**src/core/dtc_pkg.sv**
```systemverilog
// constants, types and helpers for the dual timer with capture and pwm
// Behaviour
// - timer zero clock field: osc/4096, /256, /8, or external clock pin
// - timer one clock field: osc/4, /8, /16, or counter A toggle flop
// - mode 00 is interval timer; counter clears on reference match
// - timer zero modes 01/10 capture rising/falling edges; counter runs, overflow allowed
// - timer zero mode 11 is pwm; match and overflow events both possible
// - timer one modes 01/10/11 capture rising, falling, both edges; counter runs
// - writing 1 to control bit 3 clears that counter; 0 does nothing
// - control bit 2 enables that timer's overflow interrupt request
// - control bit 1 enables that timer's match/capture interrupt request
// - bit 0 reads pending flag; writing 0 clears it, 1 does nothing
// - overflow pending clears by itself in hardware
`default_nettype none
package dtc_pkg;
    // =====================================================
    // register map
    localparam logic [7:0] OFS_CTL0 = 8'hd2;
    localparam logic [7:0] OFS_CTL1 = 8'hfa;
    localparam logic [7:0] OFS_CNT0 = 8'hd0;
    localparam logic [7:0] OFS_DAT0 = 8'hd1;
    localparam logic [7:0] OFS_CNT1 = 8'hf8;
    localparam logic [7:0] OFS_DAT1 = 8'hf9;
    localparam logic [7:0] CTL_RST  = 8'h00;
    localparam logic [7:0] RD_NONE  = 8'h00;
    // =====================================================
    // control fields
    localparam int CS_HI    = 7;
    localparam int CS_LO    = 6;
    localparam int MD_HI    = 5;
    localparam int MD_LO    = 4;
    localparam int CLR_BIT  = 3;
    localparam int OVIE_BIT = 2;
    localparam int MCIE_BIT = 1;
    localparam int PND_BIT  = 0;
    localparam logic [1:0] CS_DIV_A = 2'b00;
    localparam logic [1:0] CS_DIV_B = 2'b01;
    localparam logic [1:0] CS_DIV_C = 2'b10;
    localparam logic [1:0] CS_SRC   = 2'b11;
    // =====================================================
    // widths and prescaler taps (log2 of divide ratio)
    localparam int CNT_W  = 8;
    localparam int PRE_W  = 12;
    localparam int T0_TAP_A = 12;
    localparam int T0_TAP_B = 8;
    localparam int T0_TAP_C = 3;
    localparam int T1_TAP_A = 2;
    localparam int T1_TAP_B = 3;
    localparam int T1_TAP_C = 4;
    typedef enum logic [1:0] {
        DTC_MD_INTERVAL = 2'b00,
        DTC_MD_RISE     = 2'b01,
        DTC_MD_FALL     = 2'b10,
        DTC_MD_TOP      = 2'b11
    } dtc_mode_t;
    // true once every 2**n oscillator cycles
    function automatic logic dtc_tap(input logic [PRE_W-1:0] pre, input int unsigned n);
        logic [PRE_W-1:0] m;
        m = PRE_W'((1 << n) - 1);
        return (pre & m) == m;
    endfunction
endpackage
`default_nettype wire

```
**src/core/dtc_chan_if.sv**
```systemverilog
// channel carrier between the register side and one timer channel
`timescale 1ns/10ps
`default_nettype none
interface dtc_chan_if #(parameter int W = 8);
    logic              tick;
    logic              rise;
    logic              fall;
    dtc_pkg::dtc_mode_t mode;
    logic              clr;
    logic              dat_wr;
    logic [W-1:0]      wdata;
    logic [W-1:0]      cnt;
    logic [W-1:0]      dat;
    logic              match_ev;
    logic              ovf_ev;
    logic              cap_ev;
    logic              pwm;
    modport ctl  (output tick, rise, fall, mode, clr, dat_wr, wdata,
                  input cnt, dat, match_ev, ovf_ev, cap_ev, pwm);
    modport chan (input tick, rise, fall, mode, clr, dat_wr, wdata,
                  output cnt, dat, match_ev, ovf_ev, cap_ev, pwm);
endinterface
`default_nettype wire

```
**src/core/dtc_chan.sv**
```systemverilog
// one timer channel: counter, reference/capture register, events
`timescale 1ns/10ps
`default_nettype none
module dtc_chan #(
    parameter int W          = 8,
    parameter bit BOTH_EDGES = 1'b0
) (
    input  wire logic clk,
    input  wire logic rst_b,
    dtc_chan_if.chan  c
);
    logic [W-1:0] cnt_reg;
    logic [W-1:0] dat_reg;
    logic         match_reg;
    logic         ovf_reg;
    logic         cap_reg;
    logic         pwm_reg;
    logic         at_ref;
    logic         at_max;
    logic         match_hit;
    logic         cap_hit;
    logic         clr_on_match;

    // =====================================================
    // mode decode
    always_comb begin
        at_ref       = (cnt_reg == dat_reg);
        at_max       = (cnt_reg == {W{1'b1}});
        match_hit    = 1'b0;
        cap_hit      = 1'b0;
        clr_on_match = 1'b0;
        unique case (c.mode)
            dtc_pkg::DTC_MD_INTERVAL: begin
                match_hit    = c.tick && at_ref;
                clr_on_match = match_hit;
            end
            dtc_pkg::DTC_MD_RISE: cap_hit = c.rise;
            dtc_pkg::DTC_MD_FALL: cap_hit = c.fall;
            dtc_pkg::DTC_MD_TOP: begin
                if (BOTH_EDGES) begin
                    cap_hit = c.rise || c.fall;
                end else begin
                    match_hit = c.tick && at_ref;
                end
            end
        endcase
    end

    // =====================================================
    // counter; a software clear beats a same-cycle tick
    always_ff @(posedge clk) begin
        if (!rst_b) begin
            cnt_reg <= '0;
        end else if (c.clr) begin
            cnt_reg <= '0;
        end else if (c.tick) begin
            cnt_reg <= clr_on_match ? '0 : cnt_reg + W'(1);
        end
    end

    // capture wins over a cpu write landing in the same cycle
    always_ff @(posedge clk) begin
        if (!rst_b) begin
            dat_reg <= '0;
        end else if (cap_hit) begin
            dat_reg <= cnt_reg;
        end else if (c.dat_wr) begin
            dat_reg <= c.wdata;
        end
    end

    always_ff @(posedge clk) begin
        if (!rst_b) begin
            match_reg <= 1'b0;
            ovf_reg   <= 1'b0;
            cap_reg   <= 1'b0;
            pwm_reg   <= 1'b0;
        end else begin
            match_reg <= match_hit;
            ovf_reg   <= c.tick && at_max && !clr_on_match && !c.clr;
            cap_reg   <= cap_hit;
            pwm_reg   <= !BOTH_EDGES && (c.mode == dtc_pkg::DTC_MD_TOP)
                         && (cnt_reg < dat_reg);
        end
    end

    assign c.cnt      = cnt_reg;
    assign c.dat      = dat_reg;
    assign c.match_ev = match_reg;
    assign c.ovf_ev   = ovf_reg;
    assign c.cap_ev   = cap_reg;
    assign c.pwm      = pwm_reg;
endmodule
`default_nettype wire

```
**src/core/dtc_top.sv**
```systemverilog
// dual timer top: control registers, clock selection, pin sync, interrupts
`timescale 1ns/10ps
`default_nettype none
module dtc_top (
    input  wire logic       clk,
    input  wire logic       rst_b,
    input  wire logic [7:0] reg_addr,
    input  wire logic       reg_wr,
    input  wire logic [7:0] reg_wdata,
    output logic      [7:0] reg_rdata,
    input  wire logic       timer_zero_ext_clock_pin,
    input  wire logic       timer_zero_capture_pin,
    input  wire logic       timer_one_capture_pin,
    input  wire logic       counter_a_toggle_flop,
    output logic      [1:0] match_irq,
    output logic      [1:0] ovf_irq,
    output logic            timer_zero_pwm
);
    logic [dtc_pkg::PRE_W-1:0] pre_reg;
    logic [2:0]                ext_sync_reg;
    logic [2:0]                cap0_sync_reg;
    logic [2:0]                cap1_sync_reg;
    logic                      tff_prev_reg;
    logic [7:0]                rdata_reg;
    logic                      ext_rise;
    logic                      tff_rise;

    // =====================================================
    // prescaler and pin synchronisers
    // taps read bit [2] and [1] only, never the first stage
    always_ff @(posedge clk) begin
        if (!rst_b) begin
            pre_reg       <= '0;
            ext_sync_reg  <= '0;
            cap0_sync_reg <= '0;
            cap1_sync_reg <= '0;
            tff_prev_reg  <= 1'b0;
        end else begin
            pre_reg       <= pre_reg + dtc_pkg::PRE_W'(1);
            ext_sync_reg  <= {ext_sync_reg[1:0], timer_zero_ext_clock_pin};
            cap0_sync_reg <= {cap0_sync_reg[1:0], timer_zero_capture_pin};
            cap1_sync_reg <= {cap1_sync_reg[1:0], timer_one_capture_pin};
            tff_prev_reg  <= counter_a_toggle_flop;
        end
    end
    assign ext_rise = ext_sync_reg[1] && !ext_sync_reg[2];
    // toggle flop runs on this clock, so no synchroniser
    assign tff_rise = counter_a_toggle_flop && !tff_prev_reg;

    // =====================================================
    // per-timer control and channel
    for (genvar i = 0; i < 2; i++) begin : g_tmr
        dtc_chan_if #(.W(dtc_pkg::CNT_W)) cif ();
        logic [7:0] ctl_reg;
        logic       ovf_irq_reg;
        logic       match_irq_reg;
        logic [1:0] cs;
        logic       ctl_wr;
        logic [2:0] cap_s;
        logic       src_tick;

        assign cs     = ctl_reg[dtc_pkg::CS_HI:dtc_pkg::CS_LO];
        assign ctl_wr = reg_wr && (reg_addr == (i == 0 ? dtc_pkg::OFS_CTL0 : dtc_pkg::OFS_CTL1));
        assign cap_s  = (i == 0) ? cap0_sync_reg : cap1_sync_reg;

        always_comb begin
            if (i == 0) begin
                unique case (cs)
                    dtc_pkg::CS_DIV_A: src_tick = dtc_pkg::dtc_tap(pre_reg, dtc_pkg::T0_TAP_A);
                    dtc_pkg::CS_DIV_B: src_tick = dtc_pkg::dtc_tap(pre_reg, dtc_pkg::T0_TAP_B);
                    dtc_pkg::CS_DIV_C: src_tick = dtc_pkg::dtc_tap(pre_reg, dtc_pkg::T0_TAP_C);
                    dtc_pkg::CS_SRC:   src_tick = ext_rise;
                endcase
            end else begin
                unique case (cs)
                    dtc_pkg::CS_DIV_A: src_tick = dtc_pkg::dtc_tap(pre_reg, dtc_pkg::T1_TAP_A);
                    dtc_pkg::CS_DIV_B: src_tick = dtc_pkg::dtc_tap(pre_reg, dtc_pkg::T1_TAP_B);
                    dtc_pkg::CS_DIV_C: src_tick = dtc_pkg::dtc_tap(pre_reg, dtc_pkg::T1_TAP_C);
                    dtc_pkg::CS_SRC:   src_tick = tff_rise;
                endcase
            end
        end

        assign cif.tick   = src_tick;
        assign cif.rise   = cap_s[1] && !cap_s[2];
        assign cif.fall   = !cap_s[1] && cap_s[2];
        assign cif.mode   = dtc_pkg::dtc_mode_t'(ctl_reg[dtc_pkg::MD_HI:dtc_pkg::MD_LO]);
        assign cif.clr    = ctl_wr && reg_wdata[dtc_pkg::CLR_BIT];
        assign cif.dat_wr = reg_wr && (reg_addr == (i == 0 ? dtc_pkg::OFS_DAT0 : dtc_pkg::OFS_DAT1));
        assign cif.wdata  = reg_wdata;

        dtc_chan #(
            .W          (dtc_pkg::CNT_W),
            .BOTH_EDGES (i == 1)
        ) u_chan (
            .clk   (clk),
            .rst_b (rst_b),
            .c     (cif.chan)
        );

        // clear bit is a strobe and is never stored, so it reads 0
        always_ff @(posedge clk) begin
            if (!rst_b) begin
                ctl_reg <= dtc_pkg::CTL_RST;
            end else begin
                if (ctl_wr) begin
                    ctl_reg[dtc_pkg::CS_HI:dtc_pkg::MD_LO] <=
                        reg_wdata[dtc_pkg::CS_HI:dtc_pkg::MD_LO];
                    ctl_reg[dtc_pkg::OVIE_BIT] <= reg_wdata[dtc_pkg::OVIE_BIT];
                    ctl_reg[dtc_pkg::MCIE_BIT] <= reg_wdata[dtc_pkg::MCIE_BIT];
                end
                // a new event beats a software clear in the same cycle
                if (cif.match_ev || cif.cap_ev) begin
                    ctl_reg[dtc_pkg::PND_BIT] <= 1'b1;
                end else if (ctl_wr && !reg_wdata[dtc_pkg::PND_BIT]) begin
                    ctl_reg[dtc_pkg::PND_BIT] <= 1'b0;
                end
            end
        end

        // overflow request is a single pulse: nothing for software to clear
        always_ff @(posedge clk) begin
            if (!rst_b) begin
                ovf_irq_reg   <= 1'b0;
                match_irq_reg <= 1'b0;
            end else begin
                ovf_irq_reg   <= cif.ovf_ev && ctl_reg[dtc_pkg::OVIE_BIT];
                match_irq_reg <= ctl_reg[dtc_pkg::PND_BIT]
                                 && ctl_reg[dtc_pkg::MCIE_BIT];
            end
        end
        assign ovf_irq[i]   = ovf_irq_reg;
        assign match_irq[i] = match_irq_reg;
    end

    // =====================================================
    // register read port, answer one cycle after the address
    always_ff @(posedge clk) begin
        if (!rst_b) begin
            rdata_reg <= dtc_pkg::RD_NONE;
        end else begin
            unique case (reg_addr)
                dtc_pkg::OFS_CTL0: rdata_reg <= g_tmr[0].ctl_reg;
                dtc_pkg::OFS_CTL1: rdata_reg <= g_tmr[1].ctl_reg;
                dtc_pkg::OFS_CNT0: rdata_reg <= g_tmr[0].cif.cnt;
                dtc_pkg::OFS_DAT0: rdata_reg <= g_tmr[0].cif.dat;
                dtc_pkg::OFS_CNT1: rdata_reg <= g_tmr[1].cif.cnt;
                dtc_pkg::OFS_DAT1: rdata_reg <= g_tmr[1].cif.dat;
                default:           rdata_reg <= dtc_pkg::RD_NONE;
            endcase
        end
    end
    assign reg_rdata      = rdata_reg;
    assign timer_zero_pwm = g_tmr[0].cif.pwm;
endmodule
`default_nettype wire

```
**config.mk**
```make
export PLATFORM = sky130hd
export DESIGN_NAME = dtc_top
export DESIGN_NICKNAME = d
export VERILOG_FILES = /design/src/core/dtc_pkg.sv /design/src/core/dtc_chan_if.sv /design/src/core/dtc_chan.sv /design/src/core/dtc_top.sv
export SDC_FILE = /design/constraint.sdc
export NUM_CORES = 1
export LEC_CHECK = 0
export BUFFER_PORTS_ARGS = -buffer_cell sky130_fd_sc_hd__buf_4
export CORE_MARGIN = 5
export CORE_UTILIZATION = 60
export CTS_CLUSTER_DIAMETER = 80
export DETAILED_ROUTE_END_ITERATION = 16
export PLACE_DENSITY = 0.85
export REMOVE_ABC_BUFFERS = 1
export SYNTH_ARGS = -nofsm -noshare
export SYNTH_HDL_FRONTEND = slang
export SYNTH_SLANG_ARGS = --single-unit
```
**constraint.sdc**
```tcl
create_clock -name clk -period 2.5 [get_ports clk]
set_input_delay 0.25 -clock clk [delete_from_list [all_inputs] [get_ports clk]]
set_output_delay 0.25 -clock clk [all_outputs]
set_load 0.005 [all_outputs]
```
-- After elaboration in Yosys (flattened, before gate mapping)
Index checks and enable logic that the tools add are counted.
- register bits: 87
- input port bits: 23
- logic and storage cells: 127
- $add $sub $neg: 3
- order comparisons: 1
- equal/unequal tests: 27
- multiplexer cells: 17
- bitwise operators: 1
- reductions and logical operators: 53
- operator list (cell ; number):
    $eq 8x8->1 const B ; 9
    $mux 8 ; 6
    $pmux 8 s6 ; 1
    $logic_and 1x1->1 ; 27
    $eq 2x2->1 const B ; 9
    $add 8x1->8 const B ; 2
    $eq 8x8->1 ; 2
    $add 12x1->12 const B ; 1
    $eq 12x12->1 const B ; 1
    $logic_not 1->1 ; 11
    $eq 2x1->1 const B ; 4
    $logic_not 2->1 ; 4
    $lt 8x8->1 ; 1
    $pmux 1 s4 ; 2
    $reduce_bool 2->1 ; 4
    $mux 1 ; 6
    $reduce_or 2->1 ; 3
    $eq 4x4->1 const B ; 1
    $eq 3x3->1 const B ; 1
    $logic_or 1x1->1 ; 3
    $pmux 1 s3 ; 1
    $pmux 1 s2 ; 1
    $reduce_and 2->1 ; 1
    $not 1->1 ; 1

-- Logic depth before layout (Yosys ltp)
- depth after elaboration: 8
- mapped depth: 8
- depth with buffers taken out: 7

-- By module
A second synthesis with hierarchy kept.
- cell total of the unflattened synthesis: 447
- area, all modules: 4281.6 um^2
- by module, submodules not included (module ; instances ; cells each ; area each (um^2)):
    dtc_top ; 1 ; 231 ; 2283.4
    dtc_chan (g_tmr[0].u_chan) ; 1 ; 119 ; 1078.5
    dtc_chan (g_tmr[1].u_chan) ; 1 ; 97 ; 919.6

-- Worst setup path before layout
Ideal clock, no wire load.
- kind: register to register
- from: register g_tmr[0].u_chan.cnt_reg[0]
- to: register g_tmr[0].u_chan.cnt_reg[6]
- data arrival time: 1.964 ns
- path slack: 0.464 ns
- stages on the path, launching flop included: 9
- path buffers: 1
- period minus slack after synthesis: 2.036 ns
- path through: dfxtp_1 > clkbuf_1 > inv_1 > ha_1 > and4_1 > nand3_1 > o21ai_2 > or4_1 > a21oi_1
- word-level cells in the longest chain between the ends: 4
- RTL lines (item ; RTL line ; source):
    start: declaration ; dtc_chan.sv:12 ; logic [W-1:0] cnt_reg;
    start signal: assignment ; dtc_chan.sv:57 ; cnt_reg <= clr_on_match ? '0 : cnt_reg + W'(1);
    parallel branches: the longest is 3 deep, another holds $add 8x1->8 ; n/a ;
    $mux 8 (*) ; dtc_chan.sv:57 ;
Every way passes the cells marked *.
A chain may end at the register's enable or synchronous reset.

-- Worst setup path after layout
Same ends and word-level chain as after synthesis.

==> results.tsv <==
metric	value	unit
status	completed	
worst-path fanout max	9	
ANT cells	0	
layout cells sized above 1	12.7	%
global-route wire length before repair	17700	µm
clock power share	39.2	%
worst slew pin tran	623	ps
Post-CTS Repair Setup Buffers	0	
width of the die	94.5	µm
Comb power frac	5.2	%
Async SR Flop Fraction	0	%
commonest cells after routing, fill and taps aside	dfxtp_1 (87), nor2_1 (66), buf_4 (44)	
CTS resizes	0	
Final Critical Period	2230	ps
Leakage	1.92	nW
number of global-route vias before repair	3755	
syn_area_per_cell	8.68	µm²
Final setup viols	0	
Port Buffers	35	
CP Class	flip-flop to flip-flop	
setup TNS	0	ps
Int Pwr	1.95	mW
Detailed Route Iter0 Violations	304	
CTS tree	done	
Crit. End Element	flip-flop	
Root Driver	clkbuf_8	
die area	0.00893	mm²
Power Density	528	mW/mm²
Post-synth EDFFs	0	
Core ar.	0.00687	mm²
DRC errors left	0	
clk sinks	87	
Max Transition Viols Final	0	
Initial Util	62.4	%
CTS Buf Count	9	
register area share after synthesis	40.6	%
Initial DRT Pass Iterations	5	
CTS Hold Bufs	0	
VDD IR max	0.330	mV
dpl ws	326	ps
RD Place Congestion	0.842	
Reg power frac	55.7	%
Layout Nets	557	
Congestion Overflow GR	0	
Max Cap Viol	0	
Vias/cell	6.02	
final hold violations	0	
Synth Register Bits	87	
CP Launch Type	flip-flop	
Mapped Area	0.00429	mm²
RSZ-0062 raised after global routing	no	
H-tree depth	3	
Netlist cell types	48	
Hold/Removal Path Class	input port to flip-flop	
Critical Path RT	2790	ps
vias	3710	
Layout Utilization	69.6	%
dpl hpwl	7370	µm
maximum root-to-sink buffer count	2	
chip height	94.5	µm
Detail Route Antenna Nets	0	
worst path arrival time	2520	ps
largest net degree at the start of global routing	29	
I/O Pins	36	
Mapped Cells	494	
Slew HR	58.3	%
Clock transition at path regs	80	ps
final wirelength	10500	µm
Site Rows	30	
clk_skew	12.4	ps
Clk Latency, worst-skew pair	360	ps
Fillers	551	
wire per inst	17.0	µm
antenna violations before repair	0	
leading cell type in the layout, fill and taps excluded	dfxtp_1	
P&R area growth vs syn	11.5	%
Synth warnings	0	
placed cell area	0.00458	mm²
Net Sw Power	567	µW
Final WS setup	270	ps
Net Sw Frac	22.5	%
design area	0.00478	mm²
Tot Pwr	2.52	mW
gr usage total	24.9	%
period utilization	89.2	%
maximum clock frequency	448	MHz
Main synth FF type	dfxtp_1	
Worst R2R Setup Slack	270	ps
stage by stage:
step	std cells	hold slack [ps]
6_report	616	101
5_1_grt	616	111
4_1_cts	616	88.7
3_5_place_dp	601	425
3_3_place_gp	601	419
2_1_floorplan	461	327
final cells by class:
type | count | area (µm²) | area share [%]
inverters | 18 | 67.6 | 1.41
multi-input cells | 356 | 2320 | 48.6
flip-flops and latches | 87 | 1740 | 36.4
clock buffers | 11 | 151 | 3.17
repair buffers | 44 | 330 | 6.91
clock inverters | 4 | 45.0 | 0.942
well taps | 96 | 120 | 2.51
Yosys cell counts (all sizes together), types with 6 or more instances:
| library cell | n | area [µm²] |
|---|---|---|
| nand2 | 32 | 120 |
| mux2i | 41 | 410 |
| nand4 | 6 | 37.5 |
| dfxtp | 87 | 1740 |
| o22a | 8 | 70.1 |
| nor2 | 66 | 248 |
| or4 | 7 | 52.6 |
| ha | 18 | 225 |
| inv | 18 | 67.6 |
| and3 | 8 | 50.1 |
| buf | 14 | 80.1 |
| a211oi | 16 | 120 |
| a21oi | 34 | 170 |
| nor3 | 7 | 46.3 |
| and2 | 12 | 75.1 |
| clkbuf | 19 | 73.8 |
| nand3 | 19 | 95.1 |
| xor2 | 15 | 131 |
| o21ai | 19 | 98.9 |
routing by layer:
| metal | track usage [%] | share of wire, % | vias up |
|---|---|---|---|
| li1 | - | - | 1776 |
| met1 | 30.1 | 43 | 1782 |
| met2 | 42.7 | 50 | 125 |
| met3 | 4.30 | 4.7 | 27 |
| met4 | 12.1 | 2.5 | 0 |
| met5 | 0 | 0 | - |
power groups by stage:
| stage | Sequential (mW) | Combinational [mW] | Clock (mW) |
|---|---|---|---|
| after floorplan | 1.44 | 0.0501 | 0 |
| after global placement | 1.44 | 0.123 | 0 |
| after detailed placement | 1.44 | 0.126 | 0 |
| after CTS | 1.40 | 0.128 | 0.998 |
| after global routing | 1.41 | 0.140 | 1.06 |
| final | 1.40 | 0.130 | 0.987 |
worst max-delay path: stages (launching register included):
cell,delay [ps]
dfxtp_1,480
inv_1,80
ha_1,290
and4_1,190
nand3_1,230
o21ai_2,180
or4_1,540
a21oi_1,160
cells by family after synthesis:
family | synth area share [%]
mux | 9.57
xor+xnor | 3.47
simple gates | 22.0
fa+ha+maj | 5.25
buf+inv | 5.17
flops | 40.6
compound gates | 13.9
final timing paths:
kind                                          startpoint                        to  cells past startpoint
worst max-delay path            g_tmr[0].u_chan.c.cnt[0]  g_tmr[0].u_chan.c.cnt[6]                      7
worst min-delay path              timer_zero_capture_pin          cap0_sync_reg[0]                      2
worst max register to register  g_tmr[0].u_chan.c.cnt[0]  g_tmr[0].u_chan.c.cnt[6]                      7
worst min register to register          cap0_sync_reg[0]          cap0_sync_reg[1]                      1
No activity file was read; power rests on OpenSTA's default activity.
